## src/design/cap_table_jump_regs.vh

```
// constants shared by the table-jump unit and its entry-range helper
// What this block does
// - integer jump-table CSR is kept and aliases the capability CSR address half
// - jump-table capability CSR is capability wide: metadata high, address low
// - table entry reads are authorised by the jump-table capability only
// - index 32 or more means jump with link, below 32 plain jump
// - entry address is CSR address plus index times register bytes; entry is target
// - every entry byte is checked against jump-table capability bounds, not pc bounds
// - jump needs capability tagged, unsealed and execute permitted, else fault
// - whole entry must sit inside bounds; partial overlap is a bounds failure
// - link goes to capability return register in capability mode, integer otherwise
// - failed check raises capability fault typed as instruction access fault
// - fault cause is tag, seal, permission or length violation
// - table jumps may decode as illegal while the hart is in debug mode
// - capability-mode forms need compressed, pure-capability and table-jump extensions
// - legacy-mode forms need compressed, legacy-capability and table-jump extensions
// - accessible entry range is precomputed on each jump-table capability write
// - entries stay integer addresses, so entry size stays the register width
`ifndef CAP_TABLE_JUMP_REGS_VH
`define CAP_TABLE_JUMP_REGS_VH

// instruction encoding fields
`define JT_OP_HI 3'h5
`define JT_OP_MID 3'h0
`define JT_OP_LO 2'h2
`define JT_LINK_MIN 8'h20
`define JT_LINK_STEP 2

// metadata bit positions inside the upper half of the capability CSR
`define JT_META_PERM_X 0
`define JT_META_SEALED 1

// fault reporting
`define JT_TYPE_INSN_ACCESS 4'h1
`define JT_CAUSE_NONE 4'h0
`define JT_CAUSE_TAG 4'h1
`define JT_CAUSE_SEAL 4'h2
`define JT_CAUSE_PERM 4'h3
`define JT_CAUSE_LENGTH 4'h4

// sequencer states
`define JT_ST_IDLE 2'h0
`define JT_ST_FETCH 2'h1
`define JT_ST_WAIT 2'h2

// entry index limit (8-bit index gives 256 entries)
`define JT_IDX_COUNT 256

`endif

```

## src/design/jvt_range_calc.v

```verilog
// precomputes the range of fully in-bounds table entries on each jump-table capability write
`timescale 1ns/1ns
`include "cap_table_jump_regs.vh"
module jvt_range_calc #(
  parameter XLEN = 32
) (
  input wire clock_i,
  input wire rst_i,
  input wire load_i,
  input wire [XLEN-1:0] addr_i,
  input wire [XLEN:0] base_i,
  input wire [XLEN:0] top_i,
  output reg [8:0] lo_idx_o,
  output reg [8:0] hi_cnt_o
);
  localparam SH = $clog2(XLEN/8);
  localparam [XLEN:0] ROUND = XLEN/8 - 1;
  localparam [XLEN:0] LIMIT = `JT_IDX_COUNT;

  wire [XLEN:0] addr_ext = {1'b0, addr_i};
  wire [XLEN:0] lo_off = (base_i > addr_ext) ? base_i - addr_ext : {(XLEN+1){1'b0}};
  wire [XLEN:0] hi_off = (top_i > addr_ext) ? top_i - addr_ext : {(XLEN+1){1'b0}};
  // lowest index starts at or above base; count of entries whose last byte is below top
  wire [XLEN:0] lo_raw = (lo_off + ROUND) >> SH;
  wire [XLEN:0] hi_raw = hi_off >> SH;
  wire [8:0] lo_d = (lo_raw > LIMIT) ? 9'h100 : lo_raw[8:0];
  wire [8:0] hi_d = (hi_raw > LIMIT) ? 9'h100 : hi_raw[8:0];

  always @(posedge clock_i or posedge rst_i) begin
    if (rst_i) begin
      lo_idx_o <= 9'h100;
      hi_cnt_o <= 9'h000;
    end else if (load_i) begin
      lo_idx_o <= lo_d;
      hi_cnt_o <= hi_d;
    end
  end
endmodule // jvt_range_calc

```

## src/design/cap_table_jump_unit.v

```verilog
// compressed table-jump decode, capability checks, table fetch, link and redirect
`timescale 1ns/1ns
`include "cap_table_jump_regs.vh"
module cap_table_jump_unit #(
  parameter XLEN = 32,
  parameter HAS_C = 1,
  parameter HAS_PURECAP = 1,
  parameter HAS_LEGACY = 1,
  parameter HAS_ZCMT = 1,
  parameter DEBUG_ILLEGAL = 1
) (
  input wire clock_i,
  input wire rst_i,
  // instruction side
  input wire instr_valid_i,
  input wire [15:0] instr_i,
  input wire [XLEN-1:0] pc_i,
  input wire cap_mode_i,
  input wire debug_mode_i,
  output wire ready_o,
  output wire accept_o,
  // jump-table capability CSR writes
  input wire jvtc_we_i,
  input wire [2*XLEN-1:0] jvtc_wdata_i,
  input wire jvtc_wtag_i,
  input wire [XLEN:0] jvtc_wbase_i,
  input wire [XLEN:0] jvtc_wtop_i,
  input wire jvt_we_i,
  input wire [XLEN-1:0] jvt_wdata_i,
  // CSR reads
  output wire [XLEN-1:0] jvt_rdata_o,
  output wire [2*XLEN-1:0] jvtc_rdata_o,
  output wire jvtc_tag_o,
  // table entry fetch
  output wire fetch_req_o,
  output reg [XLEN-1:0] fetch_addr_o,
  input wire fetch_gnt_i,
  input wire fetch_rvalid_i,
  input wire [XLEN-1:0] fetch_rdata_i,
  // results
  output reg redirect_o,
  output reg [XLEN-1:0] redirect_pc_o,
  output reg link_we_o,
  output reg link_cap_o,
  output reg [XLEN-1:0] link_data_o,
  output reg illegal_o,
  output reg fault_o,
  output reg [3:0] fault_type_o,
  output reg [3:0] fault_cause_o,
  output reg [XLEN-1:0] fault_addr_o
);
  localparam SH = $clog2(XLEN/8);
  localparam [XLEN-1:0] LINK_STEP = `JT_LINK_STEP;
  localparam CAP_OK = (HAS_C != 0) && (HAS_PURECAP != 0) && (HAS_ZCMT != 0);
  localparam LEG_OK = (HAS_C != 0) && (HAS_LEGACY != 0) && (HAS_ZCMT != 0);
  localparam [1:0] ST_IDLE = `JT_ST_IDLE;
  localparam [1:0] ST_FETCH = `JT_ST_FETCH;
  localparam [1:0] ST_WAIT = `JT_ST_WAIT;

  ////////////////////////////////////////////////////////////////////////////////
  // jump-table capability CSR

  reg [2*XLEN-1:0] jvtc_q;
  reg jvtc_tag_q;
  reg [XLEN:0] jvtc_base_q;
  reg [XLEN:0] jvtc_top_q;
  wire [8:0] range_lo;
  wire [8:0] range_hi;

  // integer alias only replaces the address half; metadata and bounds stay
  wire [2*XLEN-1:0] jvtc_d = jvtc_we_i ? jvtc_wdata_i :
                             {jvtc_q[2*XLEN-1:XLEN], jvt_wdata_i};
  wire jvtc_load = jvtc_we_i | jvt_we_i;
  wire [XLEN:0] base_d = jvtc_we_i ? jvtc_wbase_i : jvtc_base_q;
  wire [XLEN:0] top_d = jvtc_we_i ? jvtc_wtop_i : jvtc_top_q;

  always @(posedge clock_i or posedge rst_i) begin
    if (rst_i) begin
      jvtc_q <= {(2*XLEN){1'b0}};
      jvtc_tag_q <= 1'b0;
      jvtc_base_q <= {(XLEN+1){1'b0}};
      jvtc_top_q <= {(XLEN+1){1'b0}};
    end else begin
      if (jvtc_load) begin
        jvtc_q <= jvtc_d;
      end
      if (jvtc_we_i) begin
        jvtc_tag_q <= jvtc_wtag_i;
        jvtc_base_q <= jvtc_wbase_i;
        jvtc_top_q <= jvtc_wtop_i;
      end
    end
  end

  assign jvt_rdata_o = jvtc_q[XLEN-1:0];
  assign jvtc_rdata_o = jvtc_q;
  assign jvtc_tag_o = jvtc_tag_q;

  // range follows the same edge as the CSR, so both always agree
  jvt_range_calc #(
    .XLEN(XLEN)
  ) u_range (
    .clock_i(clock_i),
    .rst_i(rst_i),
    .load_i(jvtc_load),
    .addr_i(jvtc_d[XLEN-1:0]),
    .base_i(base_d),
    .top_i(top_d),
    .lo_idx_o(range_lo),
    .hi_cnt_o(range_hi)
  );

  ////////////////////////////////////////////////////////////////////////////////
  // decode and checks

  reg [1:0] state_q;
  reg [1:0] state_d;
  reg link_pend_q;
  reg link_cap_q;
  reg [XLEN-1:0] link_val_q;

  wire idle = (state_q == ST_IDLE);
  wire [7:0] index = instr_i[9:2];
  wire is_jt = (instr_i[15:13] == `JT_OP_HI) && (instr_i[12:10] == `JT_OP_MID) &&
               (instr_i[1:0] == `JT_OP_LO);
  wire want_link = (index >= `JT_LINK_MIN);
  wire mode_ok = cap_mode_i ? CAP_OK : LEG_OK;
  wire dbg_block = (DEBUG_ILLEGAL != 0) && debug_mode_i;
  wire decode_illegal = !mode_ok || dbg_block;

  // entry size stays the register width in both modes
  wire [XLEN-1:0] index_off = {{(XLEN-8){1'b0}}, index} << SH;
  wire [XLEN-1:0] entry_addr = jvtc_q[XLEN-1:0] + index_off;

  // only jvtc authorises the read; pc capability is never consulted
  wire chk_tag = jvtc_tag_q;
  wire chk_seal = !jvtc_q[XLEN + `JT_META_SEALED];
  wire chk_perm = jvtc_q[XLEN + `JT_META_PERM_X];
  wire [8:0] idx9 = {1'b0, index};
  wire chk_len = (idx9 >= range_lo) && (idx9 < range_hi);

  reg [3:0] cause;
  always @* begin
    cause = `JT_CAUSE_NONE;
    if (!chk_tag) begin
      cause = `JT_CAUSE_TAG;
    end else if (!chk_seal) begin
      cause = `JT_CAUSE_SEAL;
    end else if (!chk_perm) begin
      cause = `JT_CAUSE_PERM;
    end else if (!chk_len) begin
      cause = `JT_CAUSE_LENGTH;
    end
  end

  assign ready_o = idle;
  assign accept_o = instr_valid_i && is_jt && idle;
  wire start_ok = accept_o && !decode_illegal && (cause == `JT_CAUSE_NONE);

  ////////////////////////////////////////////////////////////////////////////////
  // sequencer

  always @* begin
    state_d = state_q;
    case (state_q)
      ST_IDLE: begin
        if (start_ok) begin
          state_d = ST_FETCH;
        end
      end
      ST_FETCH: begin
        if (fetch_gnt_i) begin
          state_d = ST_WAIT;
        end
      end
      ST_WAIT: begin
        if (fetch_rvalid_i) begin
          state_d = ST_IDLE;
        end
      end
      default: begin
        state_d = ST_IDLE;
      end
    endcase
  end

  assign fetch_req_o = (state_q == ST_FETCH);

  always @(posedge clock_i or posedge rst_i) begin
    if (rst_i) begin
      state_q <= ST_IDLE;
      link_pend_q <= 1'b0;
      link_cap_q <= 1'b0;
      link_val_q <= {XLEN{1'b0}};
      fetch_addr_o <= {XLEN{1'b0}};
      redirect_o <= 1'b0;
      redirect_pc_o <= {XLEN{1'b0}};
      link_we_o <= 1'b0;
      link_cap_o <= 1'b0;
      link_data_o <= {XLEN{1'b0}};
      illegal_o <= 1'b0;
      fault_o <= 1'b0;
      fault_type_o <= 4'h0;
      fault_cause_o <= 4'h0;
      fault_addr_o <= {XLEN{1'b0}};
    end else begin
      state_q <= state_d;
      redirect_o <= 1'b0;
      link_we_o <= 1'b0;
      illegal_o <= 1'b0;
      fault_o <= 1'b0;
      if (accept_o) begin
        if (decode_illegal) begin
          illegal_o <= 1'b1;
        end else if (cause != `JT_CAUSE_NONE) begin
          // trap only: no fetch, no link, no redirect
          fault_o <= 1'b1;
          fault_type_o <= `JT_TYPE_INSN_ACCESS;
          fault_cause_o <= cause;
          fault_addr_o <= entry_addr;
        end else begin
          fetch_addr_o <= entry_addr;
          link_pend_q <= want_link;
          link_cap_q <= cap_mode_i;
          link_val_q <= pc_i + LINK_STEP;
        end
      end
      if ((state_q == ST_WAIT) && fetch_rvalid_i) begin
        redirect_o <= 1'b1;
        redirect_pc_o <= fetch_rdata_i;
        link_we_o <= link_pend_q;
        link_cap_o <= link_cap_q;
        link_data_o <= link_val_q;
      end
    end
  end
endmodule // cap_table_jump_unit

```

## config.mk

```make
export PLATFORM = sky130hd
export DESIGN_NAME = cap_table_jump_unit
export DESIGN_NICKNAME = d
export VERILOG_FILES = /design/src/design/jvt_range_calc.v /design/src/design/cap_table_jump_unit.v
export VERILOG_INCLUDE_DIRS = /design/src /design/src/design
export SDC_FILE = /design/constraint.sdc
export NUM_CORES = 1
export LEC_CHECK = 0
export BUFFER_PORTS_ARGS = -buffer_cell sky130_fd_sc_hd__buf_2
export CAP_MARGIN = 40
export CORE_MARGIN = 2
export CORE_UTILIZATION = 35
export DETAILED_ROUTE_END_ITERATION = 7
export GPL_TIMING_DRIVEN = 0
export HOLD_SLACK_MARGIN = 0.03
export PLACE_DENSITY = 0.59
export SYNTH_ARGS = -nofsm -noshare
export SYNTH_HDL_FRONTEND = slang
export SYNTH_SLANG_ARGS = --single-unit
```

## constraint.sdc

```tcl
create_clock -name clock_i -period 17.09 [get_ports clock_i]
set_clock_uncertainty 0.05 [all_clocks]
set_input_delay 4.2725 -clock clock_i [delete_from_list [all_inputs] [get_ports clock_i]]
set_output_delay 4.2725 -clock clock_i [all_outputs]
set_load 0.1 [all_outputs]
```

# After elaboration in Yosys (flattened, before gate mapping)
# Index checks and enable logic that the tools add are counted.
# totals
inputBits	252
output_inout_bits	241
regBits	323
# classes
n_mux	22
eq_ne	7
bitwise	3
order_cmp	7
addsub	5
n_reduce_logical	17
# ops
op	n
2-to-1 mux 33 bit	4
greater-than comparator 33 x 32 -> 1 bit	2
subtractor 33 x 32 -> 33 bit	2
greater-than comparator 31 x 9 -> 1 bit (second input constant)	2
adder 33 x 2 -> 33 bit (second input constant)	1
adder 32 x 10 -> 32 bit	1
adder 32 x 2 -> 32 bit (second input constant)	1
2-to-1 mux 32 bit	1
2-to-1 mux 9 bit	2
greater-or-equal comparator 8 x 9 -> 1 bit	1
less-than comparator 8 x 9 -> 1 bit	1
2-to-1 mux 3 bit	3
AND reduction 3 bit	3
greater-or-equal comparator 8 x 6 -> 1 bit (second input constant)	1
logical AND 1 bit	8
2-to-1 mux 1 bit	7
2-to-1 mux 2 bit	3
one-hot mux 2 bit (3 select lines)	1
equality test 2 bit (second input constant)	2
zero test 4 bit	1
2-to-1 mux 4 bit	1
!= test 2 x 1 -> 1 bit (second input constant)	2
nonzero test 4 bit	1
equality test 3 bit (second input constant)	1
other kinds (8)	9

# Logic depth before layout (Yosys ltp)
# Gate-level depths: netlist of run 1.
# depth
ltp_word	10
ltp_mapped	20

# By module
# From an unflattened synthesis of run 1, not the netlist that was laid out.
# hier_totals
hier_cells	1934
area_unflattened_um2	19029.5
# modules_own_cells
mod	n_inst	area_each_um2	seq_area_each_um2	cells_per_inst
cap_table_jump_unit	1	13623.1	7607.3	1192
jvt_range_calc	1	5406.4	451.7	742

# Worst setup path after synthesis of run 1
# OpenSTA, ideal clock, no wires.
# synth_path
path_type	input-to-output
from	input instr_i[10]
to	output accept_o
stages	4
arrival_ps	5942
slack_ps	6825
path_cell_list	nor4b_1 nand4_1 or4b_2 inv_1
# synth_between
elab_chain_len	5
# synth_rtl
element	line_no	rtl
start: declaration	cap_table_jump_unit.v:16	input wire [15:0] instr_i,
zero test 3 bit (no line)	n/a	
logical AND 1 bit (2 in a row)	cap_table_jump_unit.v:124	wire is_jt = (instr_i[15:13] == `JT_OP_HI) && (instr_i[12:10] == `JT_OP_MID) &&
logical AND 1 bit (2 in a row)	cap_table_jump_unit.v:157	assign accept_o = instr_valid_i && is_jt && idle;
end: declaration	cap_table_jump_unit.v:21	output wire accept_o,
# Every way passes these cells.

# Worst setup path after layout of run 1
# Same ends and word-level chain as after synthesis.

==> impl_metrics.toml, run 1 <==
[outcome]
status = "completed"

[worst_setup_path]
arrival_ns = 5.92
crit_buf_inv = 3
critPathMaxFanout = 3
cp.required_ns = 12.77
crit_path_end_kind = "output port"
critPathMaxStageDelay_ns = 0.64
crit_chain = "buf_2, nor4b_1, nand4_1, or4b_2, inv_1, buf_2"
startpoint = "instr_i[10]"
cp_top_family = "simple AND/OR/NAND/NOR gates"
cp-start-kind = "input port"
critPathSlowestCell = "or4b_2"
cp_common_cell = "buf_2"
r2r-start = "jvtc_base_q[0]"
critPathKind = "input port to output port"

[floorplan]
io_pins = 493
rows = 84
die_x_um = 235
core_sq_um = 52700
die-area_sq_um = 55300
chipHeight_um = 235
start_util_pct = 35.5

[cts]
cts_setup_buffers = 0
cts.sinks = 322
cts_resized = 0
path_clk_slew_ns = 0.06
tritoncts = "done"
numCtsBuffers = 39
insertion_delay_ns = 0.57
cts_max_path_buffers = 3
root_buffer = "clkbuf_16"
cts-htree-levels = 2
ctsHoldBuffers = 0

[drt]
vias_per_cell = 5.20
vias = 16279
drc = 0
wl_per_cell_um = 21.7
totalWireLength_um = 67900
drt-initial-drc-count = 1018
firstDrtPassIters = 5
postRouteAntennaNets = 0

[sta]
worst_pin_slew_ns = 0.889
finalCriticalPeriod_ns = 10.24
slew_violations = 0
relSlewSlack_pct = 39.0
fmax_mhz = 97.7
rsz0062_at_grt = "no"
whs_ns = 0.401
hold_viol = 0
setup_viol_count_final = 0
final.setup.tns_ns = 0
fin_crit_sh_pct = 59.9
layout_setup_ws_ns = 6.85

[synthesis]
ys_warn_count = 0
yosysUniqueCellTypes = 89
synthesis.area_sq_um = 18700
avgSynthCellArea_sq_um = 10.0
synth.largest_area_cell = "dfrtp_1"
synth_seq_cells = 322
syn_inst = 1863
synth_flop_cell = "dfrtp_1"
synth_edf_count = 0
async_flop_share_pct = 100
yosysMostFrequentCell = "dfrtp_1"
yosys-top-cells-count = "dfrtp_1 (321), nand2_1 (278), mux2_2 (194)"
synth-seq-area-share_pct = 43.1
synth.top_cell.area_share_pct = 43.0
synthTopCellsByArea = "dfrtp_1 (43%), mux2_2 (12%), ha_1 (5.9%)"

[placed_design]
place_hpwl_um = 55600
routabilityCongestion = 0.916
dpl_worst_slack_ns = 6.55
place_area_sq_um = 22200
port_buffers = 487
dp_cells = 3054

[grt]
grt_pass1_vias = 16410
grt_pass1_wl_um = 102000
grt_remaining_overflow = 0
antenna_found_initial = 5
grt_max_degree = 126
grt.total_usage_pct = 24.0

[run]
maxCapViolCount = 0

[finish]
seq_area_sq_um = 8060
instances_no_fill = 3128
areaGrowthSynthToFinish_pct = 25.7
drive_gt1_share_pct = 35.2
layout.nets = 2749
multi_input_area_sq_um = 9830
final_cell_area_sq_um = 23500
final_util_pct = 44.7
nFillCells = 5116

[pwr]
power_density_nw_per_um2 = 110
leakagePower_nw = 11.8
ir_worst_vdd_mv = 0.0608
power_mw = 2.60

[min_path]
min_from = "link_val_q[4]"
hold_path_class = "register to register"
## flip-flops by register name (all words and copies together), names as in the netlist
| name | cells |
|---|---|
| jvtc_rdata_o | 64 |
| u_range.lo_idx_o | 9 |
| fault_o | 1 |
| jvtc_tag_o | 1 |
| state_q | 2 |
| redirect_pc_o | 32 |
| jvtc_base_q | 33 |
| u_range.hi_cnt_o | 9 |
| link_we_o | 1 |
| link_data_o | 32 |
| fault_addr_o | 32 |
| link_cap_q | 1 |
| fault_type_o | 1 |
| link_val_q | 32 |
| link_pend_q | 1 |
| redirect_o | 1 |
| fetch_addr_o | 32 |
| link_cap_o | 1 |
| fault_cause_o | 3 |
| illegal_o | 1 |
| jvtc_top_q | 33 |
## worst paths after layout
kind / to / slack [ns] / cells after the start
setup / recovery: accept_o / 6.85 / 6
hold / removal: link_data_o[4] / 0.40 / 2
setup reg to reg: u_range.lo_idx_o[1] / 12.25 / 16
hold reg to reg: link_data_o[4] / 0.40 / 2
max in group asynchronous: fault_addr_o[27] / 11.98 / 4
min in group asynchronous: redirect_pc_o[6] / 3.61 / 2
## placed cells by master (no fill, tap or decap), types with 28 or more instances in the layout
cell type,n
nor2_1,106
nor3_1,28
clkbuf_1,64
xnor2_1,68
o21ai_0,54
mux2_2,194
nand3_1,51
ha_1,88
a21oi_1,112
buf_2,493
mux2i_1,41
xor2_1,39
dfrtp_1,321
nand4_1,30
a21o_1,36
buf_4,46
nand2_1,278
clkbuf_16,39
inv_1,57
## routing by layer
metal / track usage, % / part of all wire, % / wire, um / vias to the layer above
met5: 0 / 0.034 / 23 / -
met4: 7.17 / 2.7 / 1860 / 4
met3: 3.95 / 5.0 / 3390 / 78
met2: 42.3 / 50 / 34000 / 448
met1: 30.0 / 42 / 28700 / 8097
li1: - / - / - / 7652
## worst register-to-register path: cells and delay by family (launching register included)
family | cells | cell delay, ns
fa+ha+maj | 2 | 0.67
xor+xnor | 1 | 0.40
simple gates | 5 | 1.18
mux | 1 | 0.32
compound gates | 6 | 1.70
buf+inv | 1 | 0.06
flops | 1 | 0.35
## kinds of logic (layout without fill, tap and decap cells)
family | after synthesis | after routing | share of synthesized area, %
AND/OR/NAND/NOR | 603 | 603 | 15.3
XOR/XNOR | 109 | 109 | 5.18
multiplexers | 235 | 235 | 13.9
AO/OA/AOI/OAI | 329 | 329 | 12.0
flip-flops | 322 | 322 | 43.1
buffers and inverters | 174 | 744 | 4.42
other | 1 | 8 | 0.0201
adder cells (fa/ha/maj) | 90 | 90 | 6.10
## layout make-up
| type | instances | area share (%) |
|---|---|---|
| well taps | 688 | 3.66 |
| inverters | 59 | 0.974 |
| repair buffers | 500 | 11.2 |
| multi-input cells | 1370 | 41.8 |
| flip-flops and latches | 322 | 34.3 |
| plain buffers | 115 | 2.57 |
| clock inverters | 21 | 0.921 |
| clock buffers | 49 | 4.52 |
| diodes | 4 | 0.0426 |
## report_power, final
part	internal, mW	switching (mW)
sequential	0.809	0.0340
clock	0.491	0.350
combinational	0.255	0.660
No activity file was read; power rests on OpenSTA's default activity.
==> inputs of run 2 (changes only) <==
--- a/config.mk
+++ b/config.mk
@@ -6,6 +6,7 @@
 export SDC_FILE = /design/constraint.sdc
 export NUM_CORES = 1
 export LEC_CHECK = 0
+export ABC_AREA = 1
 export BUFFER_PORTS_ARGS = -buffer_cell sky130_fd_sc_hd__buf_2
 export CAP_MARGIN = 40
 export CORE_MARGIN = 2
@@ -13,7 +14,7 @@
 export DETAILED_ROUTE_END_ITERATION = 7
 export GPL_TIMING_DRIVEN = 0
 export HOLD_SLACK_MARGIN = 0.03
-export PLACE_DENSITY = 0.59
+export PLACE_DENSITY = 0.58
 export SYNTH_ARGS = -nofsm -noshare
 export SYNTH_HDL_FRONTEND = slang
 export SYNTH_SLANG_ARGS = --single-unit
==> constraint.sdc (replaced) <==
create_clock -name clock_i -period 10.24 [get_ports clock_i]
set_clock_uncertainty 0.05 [all_clocks]
set_input_delay 2.56 -clock clock_i [delete_from_list [all_inputs] [get_ports clock_i]]
set_output_delay 2.56 -clock clock_i [all_outputs]
set_load 0.1 [all_outputs]
==> run 2 against run 1 <==
  * First-iteration DRC count is 1.2% higher
  * Utilization shrank 0.65 points
  * Combinational power up 83%
  * Global-route usage increased by 0.95 points
  * Non-clock buffer count rose by 5
  * Die area rose by 10%
  * Critical endpoint is now u_range.hi_cnt_o[7]
  * Largest cell class unchanged
==> impl_metrics.toml, run 2 <==
[outcome]
status = "completed"

[floorplan]
die-area_sq_um = 61000
start_util_pct = 35.2
rows = 89
chipHeight_um = 247
die_x_um = 247
io_pins = 493
core_sq_um = 58700

[synthesis]
synth_compound_area_share_pct = 8.38
synthTopCellsByArea = "dfrtp_1 (39%), nand2_1 (20%), inv_1 (5.7%)"
synth_flop_cell = "dfrtp_1"
yosysMostFrequentCell = "nand2_1"
syn_inst = 2917
synth.top_cell.area_share_pct = 38.8
synth_top_family_by_area = "simple AND/OR/NAND/NOR gates"
yosys-top-cells-count = "nand2_1 (1114), dfrtp_1 (321), inv_1 (312)"
ys_warn_count = 0
async_flop_share_pct = 100
synth-seq-area-share_pct = 39.0
synth.largest_area_cell = "dfrtp_1"
avgSynthCellArea_sq_um = 7.09
synth_seq_cells = 322
synthMuxAreaShare_pct = 1.50
yosysUniqueCellTypes = 60
synth_edf_count = 0
yosys.area_share.simple_pct = 33.6
yosys.area_share.adder_pct = 5.52
synthesis.area_sq_um = 20700
synth-xor-area-share_pct = 3.21

[placed_design]
port_buffers = 488
place_hpwl_um = 65000
routabilityCongestion = 0.975
place_area_sq_um = 24400
dp_cells = 4198
dpl_worst_slack_ns = 2.63

[grt]
grt_max_degree = 39
antenna_found_initial = 3
grt.total_usage_pct = 24.9
grt_remaining_overflow = 0
grt_pass1_vias = 19797
grt_pass1_wl_um = 115000

[sta]
fmax_mhz = 144
finalCriticalPeriod_ns = 6.93
rsz0062_at_grt = "no"
whs_ns = 0.414
hold_viol = 0
final.setup.tns_ns = 0
setup_viol_count_final = 0
worst_pin_slew_ns = 0.882
relSlewSlack_pct = 39.5
fin_crit_sh_pct = 67.6
slew_violations = 0
layout_setup_ws_ns = 3.31

[drt]
vias = 20394
vias_per_cell = 4.77
postRouteAntennaNets = 0
drt-initial-drc-count = 1030
totalWireLength_um = 77000
wl_per_cell_um = 18.0
firstDrtPassIters = 5
drc = 0

[cts]
cts_max_path_buffers = 3
path_clk_slew_ns = 0.06
insertion_delay_ns = 0.59
cts-htree-levels = 2
ctsHoldBuffers = 0
numCtsBuffers = 40
cts_resized = 0
tritoncts = "done"
cts_setup_buffers = 0
cts.sinks = 322
root_buffer = "clkbuf_16"

[finish]
areaGrowthSynthToFinish_pct = 24.9
final_cell_area_sq_um = 25800
final_util_pct = 44.0
final_cell_mix = "nand2_1 (1114), buf_2 (492), dfrtp_1 (321)"
largest_reg_flops = 64
final_common_cell = "nand2_1"
layout.nets = 3810
drive_gt1_share_pct = 20.2
instances_no_fill = 4274

[pwr]
power_density_nw_per_um2 = 179
ir_worst_vdd_mv = 0.160
leakagePower_nw = 14.3
power_mw = 4.62

[min_path]
min_from = "jvtc_rdata_o[47]"
hold_path_class = "register to register"
whs_endpoint = "jvtc_rdata_o[47]"
holdPathStages = 2

[worst_setup_path]
crit_path_end_kind = "register"
reg2reg_depth = 21
arrival_ns = 7.38
cp.required_ns = 10.70
critPathKind = "input port to register"
r2r-start = "jvtc_rdata_o[2]"
cp_common_cell = "nand2_1"
rrSetupSlack_ns = 6.09
critPathSlowestCell = "mux2i_1"
critPathMaxFanout = 10
worst_r2r_endpoint = "fault_addr_o[28]"
critPathMaxStageDelay_ns = 0.72
cp-start-kind = "input port"

[run]
maxCapViolCount = 0
## run 2: cell types whose count changed in the layout (fill, tap and decap cells not counted), moves of 18 or more
cell and delta:
nand2_1 +836, xnor2_1 -40, nor2_1 +136, a21o_1 -31, mux2_2 -194, o21ai_0 +92, inv_1 +254, nand3_1 +62
nor2_2 +18
## run 2: kinds of logic after synthesis
kind of cell / count (synthesis)
adder cells (fa/ha/maj): 90
other: 1
AO/OA/AOI/OAI: 321
XOR/XNOR: 75
multiplexers: 31
buffers and inverters: 434
flip-flops: 322
AND/OR/NAND/NOR: 1643
## run 2: report_power, final
part / internal, mW / total, mW / switching [mW]
registers: 1.35 / 1.41 / 0.0597
clock network: 0.922 / 1.54 / 0.616
logic: 0.413 / 1.67 / 1.26
total: 2.69 / 4.62 / 1.93
## run 2: critical path: cells and delay by family
kind	cells	cell delay (ns)
multiplexers	1	0.72
adder cells (fa/ha/maj)	1	0.39
buffers and inverters	7	1.31
AND/OR/NAND/NOR	13	1.55
AO/OA/AOI/OAI	4	0.83
## run 2: worst max path at each step
stage / slack [ns] / to / start / cells after the start
2_1_floorplan: 3.34 / fault_addr_o[0] / rst_i / 1
3_3_place_gp: 1.11 / jvtc_base_q[5] / rst_i / 2
3_5_place_dp: 2.63 / u_range.hi_cnt_o[0] / jvtc_we_i / 27
4_1_cts: 3.23 / u_range.hi_cnt_o[2] / jvtc_we_i / 27
5_1_grt: 2.75 / u_range.hi_cnt_o[0] / jvtc_we_i / 27
6_report: 3.31 / u_range.hi_cnt_o[7] / jvtc_we_i / 26
## run 2: cell type report
class	count	area [sq um]
clock buffer	52	1140
antenna	1	2.50
fill	6288	32900
sequential	322	8060
buffer	114	624
timing repair buffer	506	2710
clock inverter	22	313
tap	773	967
multi-input combinational	2164	10800
inverter	320	1200
## run 2: layer usage
metal | vias to the layer above | track usage, % | wire (um)
met1 | 9362 | 30.6 | 32300
met4 | 0 | 8.33 | 2660
met5 | - | 0 | 0
li1 | 10310 | - | -
met3 | 109 | 4.33 | 5100
met2 | 613 | 43.9 | 36900
==> inputs of run 3 (changes only) <==
==> constraint.sdc (replaced) <==
create_clock -name clock_i -period 6.4 [get_ports clock_i]
set_clock_uncertainty 0.05 [all_clocks]
set_input_delay 1.6 -clock clock_i [delete_from_list [all_inputs] [get_ports clock_i]]
set_output_delay 1.6 -clock clock_i [all_outputs]
set_load 0.1 [all_outputs]
==> run 3 against run 2 <==
  * Wire length hardly changed
  * Non-clock buffer count stayed put
  * First-iteration DRC count is 1.4% lower
==> impl_metrics.toml, run 3 (same netlist as run 2, synthesis figures left out) <==
[outcome]
status = "completed"

[worst_setup_path]
r2r-start = "jvtc_rdata_o[2]"
cp_top_family = "simple AND/OR/NAND/NOR gates"
cp.required_ns = 6.84
cp-start-kind = "input port"
arrival_ns = 6.40
crit_buf_inv = 7
critPathKind = "input port to register"
worst_r2r_endpoint = "fault_addr_o[28]"
crit_path_end_kind = "register"
rrSetupSlack_ns = 2.26
critPathMaxStageDelay_ns = 0.72
critPathSlowestCell = "mux2i_1"
critPathMaxFanout = 10
reg2reg_depth = 21
cp_common_cell = "nand2_1"

[drt]
drc = 0
drt-initial-drc-count = 1016
postRouteAntennaNets = 0
vias_per_cell = 4.75
wl_per_cell_um = 18.0
firstDrtPassIters = 5
totalWireLength_um = 76900
vias = 20309

[floorplan]
chipHeight_um = 247
io_pins = 493
die_x_um = 247
die-area_sq_um = 61000
start_util_pct = 35.2
rows = 89
core_sq_um = 58700

[pwr]
p_seq_share_pct = 30.5
power_mw = 7.39
power_frac_clock_pct = 33.3
leakagePower_nw = 14.3
power_density_nw_per_um2 = 286
switchingPower_mw = 3.09
ir_worst_vdd_mv = 0.255
p_int_mw = 4.30
power_frac_comb_pct = 36.2
p_sw_share_pct = 41.9

[finish]
final_common_cell = "nand2_1"
largest_reg_flops = 64
layout.nets = 3810
final_cell_mix = "nand2_1 (1114), buf_2 (492), dfrtp_1 (321)"
areaGrowthSynthToFinish_pct = 24.9
drive_gt1_share_pct = 20.3
instances_no_fill = 4274

[placed_design]
routabilityCongestion = 0.975
place_hpwl_um = 65000
port_buffers = 488
dp_cells = 4198

[cts]
cts_max_path_buffers = 3
cts-htree-levels = 2
cts_resized = 0
path_clk_slew_ns = 0.05
insertion_delay_ns = 0.59
ctsHoldBuffers = 0
numCtsBuffers = 40
cts.sinks = 322
cts_setup_buffers = 0
tritoncts = "done"
root_buffer = "clkbuf_16"

[grt]
grt_remaining_overflow = 0
grt_pass1_wl_um = 115000
antenna_found_initial = 3
grt_max_degree = 39
grt_pass1_vias = 19797
grt.total_usage_pct = 24.9

[sta]
rsz0062_at_grt = "no"
setup_viol_count_final = 0
worst_pin_slew_ns = 0.875
slew_violations = 0
fin_crit_sh_pct = 93.1
finalCriticalPeriod_ns = 5.96
hold_viol = 0
relSlewSlack_pct = 40.0
fmax_mhz = 168

[min_path]
hold_path_class = "register to register"
holdPathStages = 2
whs_endpoint = "jvtc_rdata_o[47]"
min_from = "jvtc_rdata_o[47]"

[run]
maxCapViolCount = 0
==> run 3: cell count changes in the layout (fill, tap and decap cells not counted) <==
cell and change:
clkbuf_2 +2, clkbuf_1 -2
==> run 3: per-layer routing <==
metal	track usage, %	vias to the layer above	routed length, um
li1	-	10311	-
met1	30.6	9293	32000
met2	43.9	596	36800
met5	0	-	0
met4	8.33	0	2690
met3	4.33	109	5390
==> run 3: layout make-up <==
type / count / area (sq um)
inverter: 320 / 1200
fill: 6289 / 32900
timing repair buffer: 506 / 2710
tap: 773 / 967
sequential: 322 / 8060
clock inverter: 22 / 313
buffer: 114 / 627
clock buffer: 52 / 1140
multi-input combinational: 2164 / 10800
antenna: 1 / 2.50
==> run 3: worst min-delay path, stage by stage (launching register included) <==
cell	delay (ns)
dfrtp_1	0.34
nand2_1	0.05
nand2_1	0.04
==> run 3: how the worst max path moves through the flow <==
stage	startpoint	endpoint	slack, ns	cells after the start
2_1_floorplan	rst_i	fault_addr_o[0]	0.46	1
3_3_place_gp	rst_i	jvtc_base_q[5]	-1.77	2
3_5_place_dp	jvtc_we_i	u_range.hi_cnt_o[0]	-0.25	27
4_1_cts	jvtc_we_i	u_range.hi_cnt_o[2]	0.35	27
5_1_grt	jvtc_we_i	u_range.hi_cnt_o[0]	0.005	26
6_report	jvtc_we_i	u_range.hi_cnt_o[2]	0.44	26
==> run 3: per-stage QoR <==
step / cell area [sq um] / hold slack [ns] / util [%] / worst slack [ns] / TNS (ns)
final: 25800 / 0.414 / 44.0 / 0.443 / 0
after global routing: 25800 / 0.436 / 44.0 / 0.00524 / 0
after CTS: 25800 / 0.418 / 44.0 / 0.350 / 0
after detailed placement: 24400 / 0.403 / 41.5 / -0.250 / -2.61
after global placement: 24100 / 0.398 / 41.1 / -1.77 / -562.36
after floorplan: 20700 / 0.392 / - / 0.456 / 0
==> run 3: power by group through the flow <==
| stage | registers (mW) | clock network [mW] | logic [mW] |
|---|---|---|---|
| floorplan | 2.91 | 0 | 1.38 |
| global placement | 2.29 | 0 | 2.65 |
| global route | 2.27 | 2.60 | 2.91 |
| finish | 2.26 | 2.46 | 2.67 |
| CTS | 2.26 | 2.52 | 2.68 |
| detailed placement | 2.29 | 0 | 2.67 |
